### config.mk
export PLATFORM = sky130hd
export DESIGN_NAME = nfce_ctrl
export DESIGN_NICKNAME = d
export VERILOG_FILES = /design/src/logic/dummy_placeholder_removed.sv /design/src/logic/nfce_pkg.sv /design/src/logic/nfce_sync.sv /design/src/logic/nfce_ctrl.sv
export VERILOG_INCLUDE_DIRS = /design/src /design/src/logic
export SDC_FILE = /design/constraint.sdc
export NUM_CORES = 1
export LEC_CHECK = 0
export ABC_AREA = 0
export BUFFER_PORTS_ARGS = -buffer_cell sky130_fd_sc_hd__buf_2
export CAP_MARGIN = 20
export CORE_ASPECT_RATIO = 0.5
export CORE_UTILIZATION = 54
export CTS_BUF_LIST = sky130_fd_sc_hd__clkbuf_4 sky130_fd_sc_hd__clkbuf_8 sky130_fd_sc_hd__clkbuf_16
export DETAILED_ROUTE_END_ITERATION = 10
export HOLD_SLACK_MARGIN = 0.15
export PLACE_DENSITY = 0.79
export SKIP_LAST_GASP = 1
export SYNTH_ARGS = -nofsm -noshare
export SYNTH_HDL_FRONTEND = slang
export SYNTH_HIERARCHICAL = 1
export SYNTH_SLANG_ARGS = --single-unit
### constraint.sdc
create_clock -name core_clk -period 2.18 [get_ports core_clk]
set_input_delay 0.654 -clock core_clk [delete_from_list [all_inputs] [get_ports core_clk]]
set_output_delay 0.654 -clock core_clk [all_outputs]
set_load 0.005 [all_outputs]
### src/logic/nfce_defs.svh
`ifndef NFCE_DEFS_SVH
`define NFCE_DEFS_SVH

// ---------------------------------------------------------------
// Register offsets (byte addresses, one word each)
// ---------------------------------------------------------------
`define NFCE_CTRL_OFS   8'h00
`define NFCE_ADDR_OFS   8'h04
`define NFCE_WDATA_OFS  8'h08
`define NFCE_RDATA_OFS  8'h0C
`define NFCE_STAT_OFS   8'h10
`define NFCE_PIN_OFS    8'h14

// ---------------------------------------------------------------
// Field positions
// ---------------------------------------------------------------
`define NFCE_CTRL_OP_LSB   0
`define NFCE_CTRL_OP_MSB   2
`define NFCE_STAT_BUSY     0
`define NFCE_STAT_DONE     1
`define NFCE_STAT_FAIL     2
`define NFCE_STAT_RDY      3
`define NFCE_PIN_VPP       0
`define NFCE_POLL_BIT      7
`define NFCE_ALT_BIT       6
`define NFCE_FAIL_BIT      5
`define NFCE_SUPPLY_BIT    3

// ---------------------------------------------------------------
// Reset values and command codes
// ---------------------------------------------------------------
`define NFCE_ADDR_RST    21'h000000
`define NFCE_DATA_RST    16'h0000
`define NFCE_SEC_CODE    8'h30

// ---------------------------------------------------------------
// Timing
// ---------------------------------------------------------------
`define NFCE_CLK_NS      5
`define NFCE_RST_NS      500
`define NFCE_RST_CYC     ((`NFCE_RST_NS + `NFCE_CLK_NS - 1) / `NFCE_CLK_NS)
`define NFCE_SETUP_CYC   8'h04
`define NFCE_PULSE_CYC   8'h0A
`define NFCE_HOLD_CYC    8'h04
`define NFCE_ACCESS_CYC  8'h12
`define NFCE_RECOV_CYC   8'h20

`endif

### src/logic/dummy_placeholder_removed.sv
`timescale 1ns/10ps

### src/logic/nfce_pkg.sv
package nfce_pkg;

    // Operations that software starts through the control register
    typedef enum logic [2:0] {
        NFCE_OP_READ   = 3'b000,
        NFCE_OP_WRITE  = 3'b001,
        NFCE_OP_SECTOR = 3'b010,
        NFCE_OP_POLL   = 3'b011,
        NFCE_OP_RESET  = 3'b100
    } nfce_op_e;

    // Pin sequencer states
    typedef enum logic [2:0] {
        NFCE_ST_IDLE   = 3'b000,
        NFCE_ST_SETUP  = 3'b001,
        NFCE_ST_PULSE  = 3'b010,
        NFCE_ST_HOLD   = 3'b011,
        NFCE_ST_ACCESS = 3'b100,
        NFCE_ST_RSTLO  = 3'b101,
        NFCE_ST_RECOV  = 3'b110
    } nfce_state_e;

    // Control pins toward the flash
    typedef struct packed {
        logic [20:0] addr;
        logic        ce_n;
        logic        oe_n;
        logic        we_n;
        logic        rst_n;
        logic        vpp_en;
    } nfce_pins_s;

    // AHB-Lite request from the master
    typedef struct packed {
        logic        hsel;
        logic [31:0] haddr;
        logic [1:0]  htrans;
        logic        hwrite;
        logic [2:0]  hsize;
        logic        hready;
    } nfce_ahb_s;

endpackage

### src/logic/nfce_sync.sv
`timescale 1ns/10ps
// ---------------------------------------------------------------
// Two-flop synchroniser, first stage feeds only the second
// ---------------------------------------------------------------
module nfce_sync #(
    parameter int WIDTH = 1
) (
    input  wire logic             core_clk,
    input  wire logic             reset_n,
    input  wire logic [WIDTH-1:0] async_in,
    output logic      [WIDTH-1:0] sync_out
);
    logic [WIDTH-1:0] stage1;   // Metastable stage, never read by logic

    // Both stages clear to zero on reset
    always_ff @(posedge core_clk or negedge reset_n) begin
        if (!reset_n) begin
            stage1   <= '0;
            sync_out <= '0;
        end else begin
            stage1   <= async_in;
            sync_out <= stage1;
        end
    end
endmodule

### src/logic/nfce_ctrl.sv
// Design decisions made here: the AHB-Lite slave port and the placing of the registers.
`timescale 1ns/10ps
`include "nfce_defs.svh"
module nfce_ctrl (
    input  wire logic                core_clk,
    input  wire logic                reset_n,
    input  wire nfce_pkg::nfce_ahb_s ahb_in,
    input  wire logic [31:0]         hwdata,
    output logic [31:0]              hrdata,
    output logic                     hreadyout,
    output logic                     hresp,
    output nfce_pkg::nfce_pins_s     pins,
    input  wire logic [15:0]         flash_data_in,
    output logic [15:0]              flash_data_out,
    output logic                     flash_data_oe,
    input  wire logic                flash_ready
);
    import nfce_pkg::*;

    // ---------------------------------------------------------------
    // Declarations
    // ---------------------------------------------------------------
    nfce_state_e state;          // Pin sequencer state
    nfce_op_e    op;             // Operation in progress
    logic [7:0]  cnt;            // Phase timer
    logic [20:0] addr_reg;       // Target word address
    logic [15:0] wdata_reg;      // Data for write operations
    logic [15:0] rdata_reg;      // Last word read back
    logic        busy;           // Operation running
    logic        busy_q;         // Busy one cycle back, marks its fall
    logic        done;           // Last operation finished
    logic        fail;           // Poll ended on a fault bit
    logic        prev_alt;       // Alternating bit of previous poll read
    logic        have_prev;      // A previous poll read exists
    logic        ph_act;         // AHB data phase pending
    logic        ph_write;       // Pending phase is a write
    logic [7:0]  ph_addr;        // Pending phase offset
    logic        go;             // Accepted start request
    logic [15:0] data_sync;      // Synchronised data bus
    logic        ready_sync;     // Synchronised ready pin
    logic [7:0]  rst_low_cnt;    // Assertion helper: reset width

    // ---------------------------------------------------------------
    // Input synchronisers
    // ---------------------------------------------------------------
    nfce_sync #(.WIDTH(16)) u_data_sync (
        .core_clk (core_clk),
        .reset_n  (reset_n),
        .async_in (flash_data_in),
        .sync_out (data_sync)
    );

    nfce_sync #(.WIDTH(1)) u_ready_sync (
        .core_clk (core_clk),
        .reset_n  (reset_n),
        .async_in (flash_ready),
        .sync_out (ready_sync)
    );

    // ---------------------------------------------------------------
    // AHB-Lite slave, one wait state per transfer
    // ---------------------------------------------------------------
    // Wait state lets a read see a write made just before it
    always_ff @(posedge core_clk or negedge reset_n) begin
        if (!reset_n) begin
            ph_act    <= 1'b0;
            ph_write  <= 1'b0;
            ph_addr   <= 8'h00;
            hreadyout <= 1'b1;
        end else if (ph_act) begin
            // Data phase completes
            ph_act    <= 1'b0;
            hreadyout <= 1'b1;
        end else if (ahb_in.hsel && ahb_in.htrans[1] && ahb_in.hready) begin
            // Address phase taken
            ph_act    <= 1'b1;
            ph_write  <= ahb_in.hwrite;
            ph_addr   <= ahb_in.haddr[7:0];
            hreadyout <= 1'b0;
        end
    end

    // Response is always OKAY
    always_ff @(posedge core_clk or negedge reset_n) begin
        if (!reset_n) begin
            hresp <= 1'b0;
        end else begin
            hresp <= 1'b0;
        end
    end

    // Read mux, unmapped offsets read as zero
    always_ff @(posedge core_clk or negedge reset_n) begin
        if (!reset_n) begin
            hrdata <= 32'h00000000;
        end else if (ph_act && !ph_write) begin
            unique case (ph_addr)
                `NFCE_CTRL_OFS:  hrdata <= {29'h0, op};
                `NFCE_ADDR_OFS:  hrdata <= {11'h0, addr_reg};
                `NFCE_WDATA_OFS: hrdata <= {16'h0, wdata_reg};
                `NFCE_RDATA_OFS: hrdata <= {16'h0, rdata_reg};
                `NFCE_STAT_OFS:  hrdata <= {28'h0, ready_sync, fail, done, busy};
                `NFCE_PIN_OFS:   hrdata <= {31'h0, pins.vpp_en};
                default:         hrdata <= 32'h00000000;
            endcase
        end
    end

    // Start request; ignored while an operation runs
    assign go = ph_act && ph_write && (ph_addr == `NFCE_CTRL_OFS) && !busy;

    // Address and write data registers, frozen while busy
    always_ff @(posedge core_clk or negedge reset_n) begin
        if (!reset_n) begin
            addr_reg  <= `NFCE_ADDR_RST;
            wdata_reg <= `NFCE_DATA_RST;
        end else if (ph_act && ph_write && !busy) begin
            if (ph_addr == `NFCE_ADDR_OFS) begin
                addr_reg <= hwdata[20:0];
            end
            if (ph_addr == `NFCE_WDATA_OFS) begin
                wdata_reg <= hwdata[15:0];
            end
        end
    end

    // ---------------------------------------------------------------
    // Supply enable pin
    // ---------------------------------------------------------------
    // Changed only between operations, so a cycle never sees a dip
    always_ff @(posedge core_clk or negedge reset_n) begin
        if (!reset_n) begin
            pins.vpp_en <= 1'b0;
        end else if (ph_act && ph_write && !busy && ph_addr == `NFCE_PIN_OFS) begin
            pins.vpp_en <= hwdata[`NFCE_PIN_VPP];
        end
    end

    // ---------------------------------------------------------------
    // Pin sequencer
    // ---------------------------------------------------------------
    // Write: CE low, WE pulse, WE rise, CE rise; read: CE and OE low
    always_ff @(posedge core_clk or negedge reset_n) begin
        if (!reset_n) begin
            state          <= NFCE_ST_IDLE;
            op             <= NFCE_OP_READ;
            cnt            <= 8'h00;
            busy           <= 1'b0;
            pins.addr      <= `NFCE_ADDR_RST;
            pins.ce_n      <= 1'b1;
            pins.oe_n      <= 1'b1;
            pins.we_n      <= 1'b1;
            pins.rst_n     <= 1'b1;
            flash_data_out <= `NFCE_DATA_RST;
            flash_data_oe  <= 1'b0;
        end else begin
            unique case (state)
                NFCE_ST_IDLE: begin
                    if (go) begin
                        op   <= nfce_op_e'(hwdata[`NFCE_CTRL_OP_MSB:`NFCE_CTRL_OP_LSB]);
                        busy <= 1'b1;
                        cnt  <= 8'h00;
                        pins.addr <= addr_reg;
                        unique case (nfce_op_e'(hwdata[`NFCE_CTRL_OP_MSB:`NFCE_CTRL_OP_LSB]))
                            NFCE_OP_WRITE: begin
                                // Enable first so address latches at WE fall
                                pins.ce_n      <= 1'b0;
                                flash_data_out <= wdata_reg;
                                state          <= NFCE_ST_SETUP;
                            end
                            NFCE_OP_SECTOR: begin
                                // Final cycle of the erase sequence
                                pins.ce_n      <= 1'b0;
                                flash_data_out <= {8'h00, `NFCE_SEC_CODE};
                                state          <= NFCE_ST_SETUP;
                            end
                            NFCE_OP_READ, NFCE_OP_POLL: begin
                                pins.ce_n <= 1'b0;
                                pins.oe_n <= 1'b0;
                                state     <= NFCE_ST_ACCESS;
                            end
                            NFCE_OP_RESET: begin
                                pins.rst_n <= 1'b0;
                                state      <= NFCE_ST_RSTLO;
                            end
                            default: begin
                                // Unknown code finishes at once
                                busy  <= 1'b0;
                                state <= NFCE_ST_IDLE;
                            end
                        endcase
                    end
                end
                NFCE_ST_SETUP: begin
                    // OE stays high while the data bus is driven
                    flash_data_oe <= pins.oe_n;
                    cnt <= cnt + 8'h01;
                    if (cnt == `NFCE_SETUP_CYC) begin
                        pins.we_n <= 1'b0;
                        cnt       <= 8'h00;
                        state     <= NFCE_ST_PULSE;
                    end
                end
                NFCE_ST_PULSE: begin
                    cnt <= cnt + 8'h01;
                    if (cnt == `NFCE_PULSE_CYC) begin
                        // Data latched here, so data still driven
                        pins.we_n <= 1'b1;
                        cnt       <= 8'h00;
                        state     <= NFCE_ST_HOLD;
                    end
                end
                NFCE_ST_HOLD: begin
                    cnt <= cnt + 8'h01;
                    if (cnt == `NFCE_HOLD_CYC) begin
                        pins.ce_n     <= 1'b1;
                        flash_data_oe <= 1'b0;
                        busy          <= 1'b0;
                        state         <= NFCE_ST_IDLE;
                    end
                end
                NFCE_ST_ACCESS: begin
                    // Access time plus the two synchroniser stages
                    cnt <= cnt + 8'h01;
                    if (cnt == `NFCE_ACCESS_CYC) begin
                        pins.oe_n <= 1'b1;
                        pins.ce_n <= 1'b1;
                        cnt       <= 8'h00;
                        if (op == NFCE_OP_POLL && !poll_end(data_sync)) begin
                            state <= NFCE_ST_RECOV;
                        end else begin
                            busy  <= 1'b0;
                            state <= NFCE_ST_IDLE;
                        end
                    end
                end
                NFCE_ST_RSTLO: begin
                    // Long enough to also leave single-pulse mode
                    cnt <= cnt + 8'h01;
                    if (cnt == 8'(`NFCE_RST_CYC - 1)) begin
                        pins.rst_n <= 1'b1;
                        cnt        <= 8'h00;
                        state      <= NFCE_ST_RECOV;
                    end
                end
                NFCE_ST_RECOV: begin
                    // Gap after reset or between poll reads
                    cnt <= cnt + 8'h01;
                    if (cnt == `NFCE_RECOV_CYC) begin
                        cnt <= 8'h00;
                        if (op == NFCE_OP_POLL) begin
                            pins.ce_n <= 1'b0;
                            pins.oe_n <= 1'b0;
                            state     <= NFCE_ST_ACCESS;
                        end else begin
                            busy  <= 1'b0;
                            state <= NFCE_ST_IDLE;
                        end
                    end
                end
                default: begin
                    state <= NFCE_ST_IDLE;
                end
            endcase
        end
    end

    // ---------------------------------------------------------------
    // Poll decision
    // ---------------------------------------------------------------
    // Ends when the alternating bit stops, or fault bits show on two reads in a row;
    // true data may carry those bits, so a single read is not trusted
    function automatic logic poll_end(input logic [15:0] d);
        poll_end = have_prev && ((d[`NFCE_ALT_BIT] == prev_alt) ||
                   ((d[`NFCE_FAIL_BIT] || d[`NFCE_SUPPLY_BIT]) &&
                    (rdata_reg[`NFCE_FAIL_BIT] || rdata_reg[`NFCE_SUPPLY_BIT])));
    endfunction

    // Read capture and poll bookkeeping
    always_ff @(posedge core_clk or negedge reset_n) begin
        if (!reset_n) begin
            rdata_reg <= `NFCE_DATA_RST;
            prev_alt  <= 1'b0;
            have_prev <= 1'b0;
        end else if (go) begin
            have_prev <= 1'b0;
        end else if (state == NFCE_ST_ACCESS && cnt == `NFCE_ACCESS_CYC) begin
            rdata_reg <= data_sync;
            prev_alt  <= data_sync[`NFCE_ALT_BIT];
            have_prev <= 1'b1;
        end
    end

    // Done and fail flags; a new start clears them
    always_ff @(posedge core_clk or negedge reset_n) begin
        if (!reset_n) begin
            done   <= 1'b0;
            fail   <= 1'b0;
            busy_q <= 1'b0;
        end else begin
            busy_q <= busy;
            if (go) begin
                done <= 1'b0;
                fail <= 1'b0;
            end else if (state == NFCE_ST_ACCESS && cnt == `NFCE_ACCESS_CYC && op == NFCE_OP_POLL) begin
                if (poll_end(data_sync)) begin
                    done <= 1'b1;
                    // Fault only while toggling; software must then send the exit command
                    fail <= !(have_prev && data_sync[`NFCE_ALT_BIT] == prev_alt);
                end
            end else if (busy) begin
                done <= 1'b0;
            end else if (busy_q) begin
                done <= 1'b1;
            end
        end
    end

    // ---------------------------------------------------------------
    // Assertion helpers and assertions
    // ---------------------------------------------------------------
    always_ff @(posedge core_clk or negedge reset_n) begin
        if (!reset_n) begin
            rst_low_cnt <= 8'h00;
        end else if (!pins.rst_n) begin
            rst_low_cnt <= rst_low_cnt + 8'h01;
        end else begin
            rst_low_cnt <= 8'h00;
        end
    end

    drive_oe_a: assert property (@(posedge core_clk) disable iff (!reset_n)
        flash_data_oe |-> pins.oe_n && !pins.ce_n)
        else $error("data driven while output enable low");

    we_ce_a: assert property (@(posedge core_clk) disable iff (!reset_n)
        !pins.we_n |-> !pins.ce_n && pins.oe_n && flash_data_oe)
        else $error("write strobe without chip enable");

    we_addr_a: assert property (@(posedge core_clk) disable iff (!reset_n)
        !pins.we_n |=> $stable(pins.addr) && $stable(flash_data_out))
        else $error("address or data moved during write pulse");

    we_width_a: assert property (@(posedge core_clk) disable iff (!reset_n)
        $fell(pins.we_n) |-> !pins.we_n[*8])
        else $error("write pulse too short");

    sec_code_a: assert property (@(posedge core_clk) disable iff (!reset_n)
        (op == NFCE_OP_SECTOR && !pins.we_n) |-> flash_data_out[7:0] == `NFCE_SEC_CODE)
        else $error("sector erase cycle lacks erase code");

    rst_width_a: assert property (@(posedge core_clk) disable iff (!reset_n)
        $rose(pins.rst_n) |-> $past(rst_low_cnt) >= 8'(`NFCE_RST_CYC - 1))
        else $error("flash reset pulse too short");

    rst_end_a: assert property (@(posedge core_clk) disable iff (!reset_n)
        $fell(pins.rst_n) |-> ##[1:120] pins.rst_n)
        else $error("flash reset held too long");

    vpp_hold_a: assert property (@(posedge core_clk) disable iff (!reset_n)
        busy |=> $stable(pins.vpp_en))
        else $error("supply enable moved during operation");

    start_busy_a: assert property (@(posedge core_clk) disable iff (!reset_n)
        (go && hwdata[2:0] <= 3'b100) |=> busy && state != NFCE_ST_IDLE)
        else $error("start request not taken");
endmodule

==> results.py <==
metrics = {
    "timing": {
        "period_share_pct": 95.51,
        "fin_crit_ps": 2082,
        "skew_ps": 9.445,
        "rsz0062_at_grt": "no",
        "setup_viol": 0,
        "hold_viol": 0,
        "maxSlewViolCount": 0,
        "fmax_mhz": 480.3,
        "fin_ws_ps": 97.82,
        "tns_ps": 0,
    },
    "final_layout": {
        "drive_above_1_share_pct": 39.92,
        "area_delta_synth_final_pct": 19.82,
        "antenna_cells": 0,
        "fin_nets": 860,
        "utilization_pct": 67.48,
        "postLayoutCellArea_um2": 9295,
        "fillers": 1023,
        "largest_reg_flops": 26,
        "stdcell_count": 971,
    },
    "die": {
        "num_io_pins": 168,
        "die_h_um": 86.75,
        "dieArea_um2": 14880,
        "num_rows": 30,
        "start_util_pct": 56.31,
        "fp.coreArea_um2": 13780,
        "die_w_um": 171.5,
    },
    "job": {
        "drv_cap": 0,
    },
    "clock_tree": {
        "htreeDepth": 4,
        "cts-root-buf": "clkbuf_16",
        "cts_hold_buf": 0,
        "clk_latency_ps": 420,
        "cts_made_buffers": 17,
        "clk_pin_slew_ps": 80,
        "cts_sinks": 181,
        "clockBufferDepth": 2,
        "cts_tree": "built",
    },
    "synth": {
        "yosys.cell_types.count": 73,
        "synth.largest_area_cell": "dfrtp_1",
        "yosysMostFrequentCell": "dfrtp_1",
        "synth-main-ff-cell": "dfrtp_1",
        "ys_seq_elements": 181,
        "async_reset_ff_share_pct": 100.0,
        "synth_commonest_cells": "dfrtp_1, nand2_1, mux2_2",
        "synth_top_area_share_pct": 56.77,
        "syn_inst": 629,
        "seq_area_frac_synth_pct": 58.47,
        "synthesis.area_um2": 7757,
        "synth-edff-count": 0,
        "syn_area_per_cell_um2": 12.33,
        "ys_top_cells_by_area": "dfrtp_1, mux2_2, nand2_1",
        "ys_warn_count": 6,
    },
    "route": {
        "routedWlPerCell_um": 18.37,
        "ant_nets": 0,
        "drt_iter0_drc": 396,
        "drcViolationCount": 0,
        "wl_mm": 17.84,
        "avgViaCountPerCell": 5.568,
        "dr.pass1.iters": 5,
        "via_count": 5407,
    },
    "placed_design": {
        "hpwl_mm": 11.87,
        "pre_cts_slack_ps": 16.60,
        "io_buffer_count": 116,
        "gp_congestion": 0.8628,
        "post_dp_cell_area_um2": 8661,
        "dp_cells": 937,
    },
    "grt": {
        "track_usage_pct": 25.56,
        "busiest_layer": "met2",
        "grt.met3_usage_pct": 5.525,
        "grt_pass1_vias": 5572,
        "grt.met1_usage_pct": 34.45,
        "grt_pass1_wl_mm": 28.79,
        "grt_max_degree": 55,
        "grt-ovfl-total": 0,
        "gr-usage-met2_pct": 42.47,
        "antenna_found_initial": 0,
    },
    "worst_setup_path": {
        "critPathRequiredTime_ps": 2490,
        "rr_worst_depth": 6,
        "critPathMaxFanout": 7,
        "path_class": "reg2reg",
        "end_kind": "register",
        "cp-start-kind": "register",
        "worstPathArrival_ps": 2390,
    },
    "power_and_ir_drop": {
        "switching_share_pct": 25.91,
        "p_leak_uw": 0.004506,
        "switchingPower_uw": 1864,
        "combPwrFrac_pct": 6.8,
        "vdd_drop_max_v": 0.0005894,
        "p_int_uw": 5330,
        "power.density_nw_per_um2": 774.0,
        "pwr-share-clk_pct": 43.7,
        "seqPwrFrac_pct": 49.5,
    },
    "outcome": {
        "status": "complete, no violations",
    },
    "worst_hold_path": {
        "hold_class": "in2async",
    },
}
==> worst paths after layout <==
path                                   startpoint                       end  slack, ps
max in group asynchronous                 reset_n              addr_reg[11]       1380
min in group core_clk           flash_data_in[10]    u_data_sync/stage1[10]        330
setup reg to reg                           cnt[4]                    cnt[3]        100
hold reg to reg            u_data_sync/stage1[11]  u_data_sync/sync_out[11]        350
hold / removal                            reset_n                    cnt[4]        160
setup / recovery                           cnt[4]                    cnt[3]        100
==> logic make-up after synthesis <==
family	synth area share [%]
DFF	58.47
and+or+nand+nor	12.15
AOI/OAI and AO/OA	10.16
muxes	14.23
buffers and inverters	4.242
adders and majority gates	0.4839
xor gates and xnor gates	0.2258
other	0.04834
==> area by class of cell <==
type | instances | area [um^2] | area share (%)
sequential | 181 | 4537 | 48.81
inverter | 9 | 33.78 | 0.3634
multi-input combinational | 405 | 2940 | 31.63
timing repair buffer | 152 | 932.1 | 10.03
clock inverter | 15 | 186.4 | 2.006
tap | 192 | 240.2 | 2.584
clock buffer | 17 | 425.4 | 4.577
==> per-stage QoR <==
step | total power [uW] | hold WS, ps
after floorplan | 3866 | 331.2
after global placement | 4090 | 332.4
after detailed placement | 4109 | 334.7
after CTS | 7235 | 163.0
after global routing | 7462 | 170.5
final | 7195 | 156.5
==> timing repair <==
action | in CTS | in global routing
setup buffers | 0 | 2
pin swaps | 0 | 1
setup endpoints to repair | 1 | 21
resized for setup | 1 | 2
==> power by group through the flow <==
stage	Sequential (uW)	Clock [uW]	Combinational, uW
detailed placement	3620	0	487
global route	3570	3350	539
CTS	3560	3180	492
floorplan	3600	0	270
global placement	3620	0	472
finish	3560	3140	489
==> placed cells by master, fill, tap and decap left out, types with 3 or more instances in the layout <==
| cell type | synthesis | layout |
|---|---|---|
| nand2b_1 | 4 | 4 |
| buf_12 | 0 | 6 |
| and3_1 | 4 | 4 |
| nand4b_1 | 3 | 3 |
| clkinvlp_4 | 0 | 3 |
| a22oi_1 | 14 | 14 |
| o21ai_0 | 49 | 49 |
| nand4_1 | 5 | 5 |
| dfstp_2 | 5 | 5 |
| mux2_2 | 84 | 84 |
| a21o_1 | 4 | 4 |
| a31oi_1 | 4 | 4 |
| nor2_1 | 18 | 18 |
| a311oi_1 | 3 | 3 |
| buf_2 | 8 | 115 |
| nand2_1 | 98 | 97 |
| dfrtp_1 | 176 | 175 |
| a21oi_1 | 10 | 9 |
| conb_1 | 1 | 12 |
| mux2_4 | 9 | 9 |
| a221o_1 | 4 | 4 |
| ha_1 | 3 | 3 |
| nor2b_1 | 4 | 4 |
| or2_2 | 4 | 4 |
| clkinv_8 | 0 | 3 |
| nor3_1 | 8 | 8 |
| nand3_1 | 6 | 6 |
| inv_1 | 9 | 9 |
| clkbuf_16 | 0 | 17 |
| nor3b_1 | 3 | 3 |
| inv_8 | 0 | 6 |
| buf_4 | 16 | 30 |
==> metal layers <==
metal | up-vias | routed length (um)
li1 | 2486 | -
met1 | 2747 | 8184
met3 | 21 | 842
met4 | 0 | 188
met5 | - | 0
met2 | 153 | 8627
==> worst max-delay path: stages, from the launching register on <==
cell	delay (ps)
dfrtp_1	440
buf_4	180
nor4b_2	270
nand3_2	210
a31oi_4	370
nand3_4	160
a221o_1	350
(Power assumes the default switching activity.)
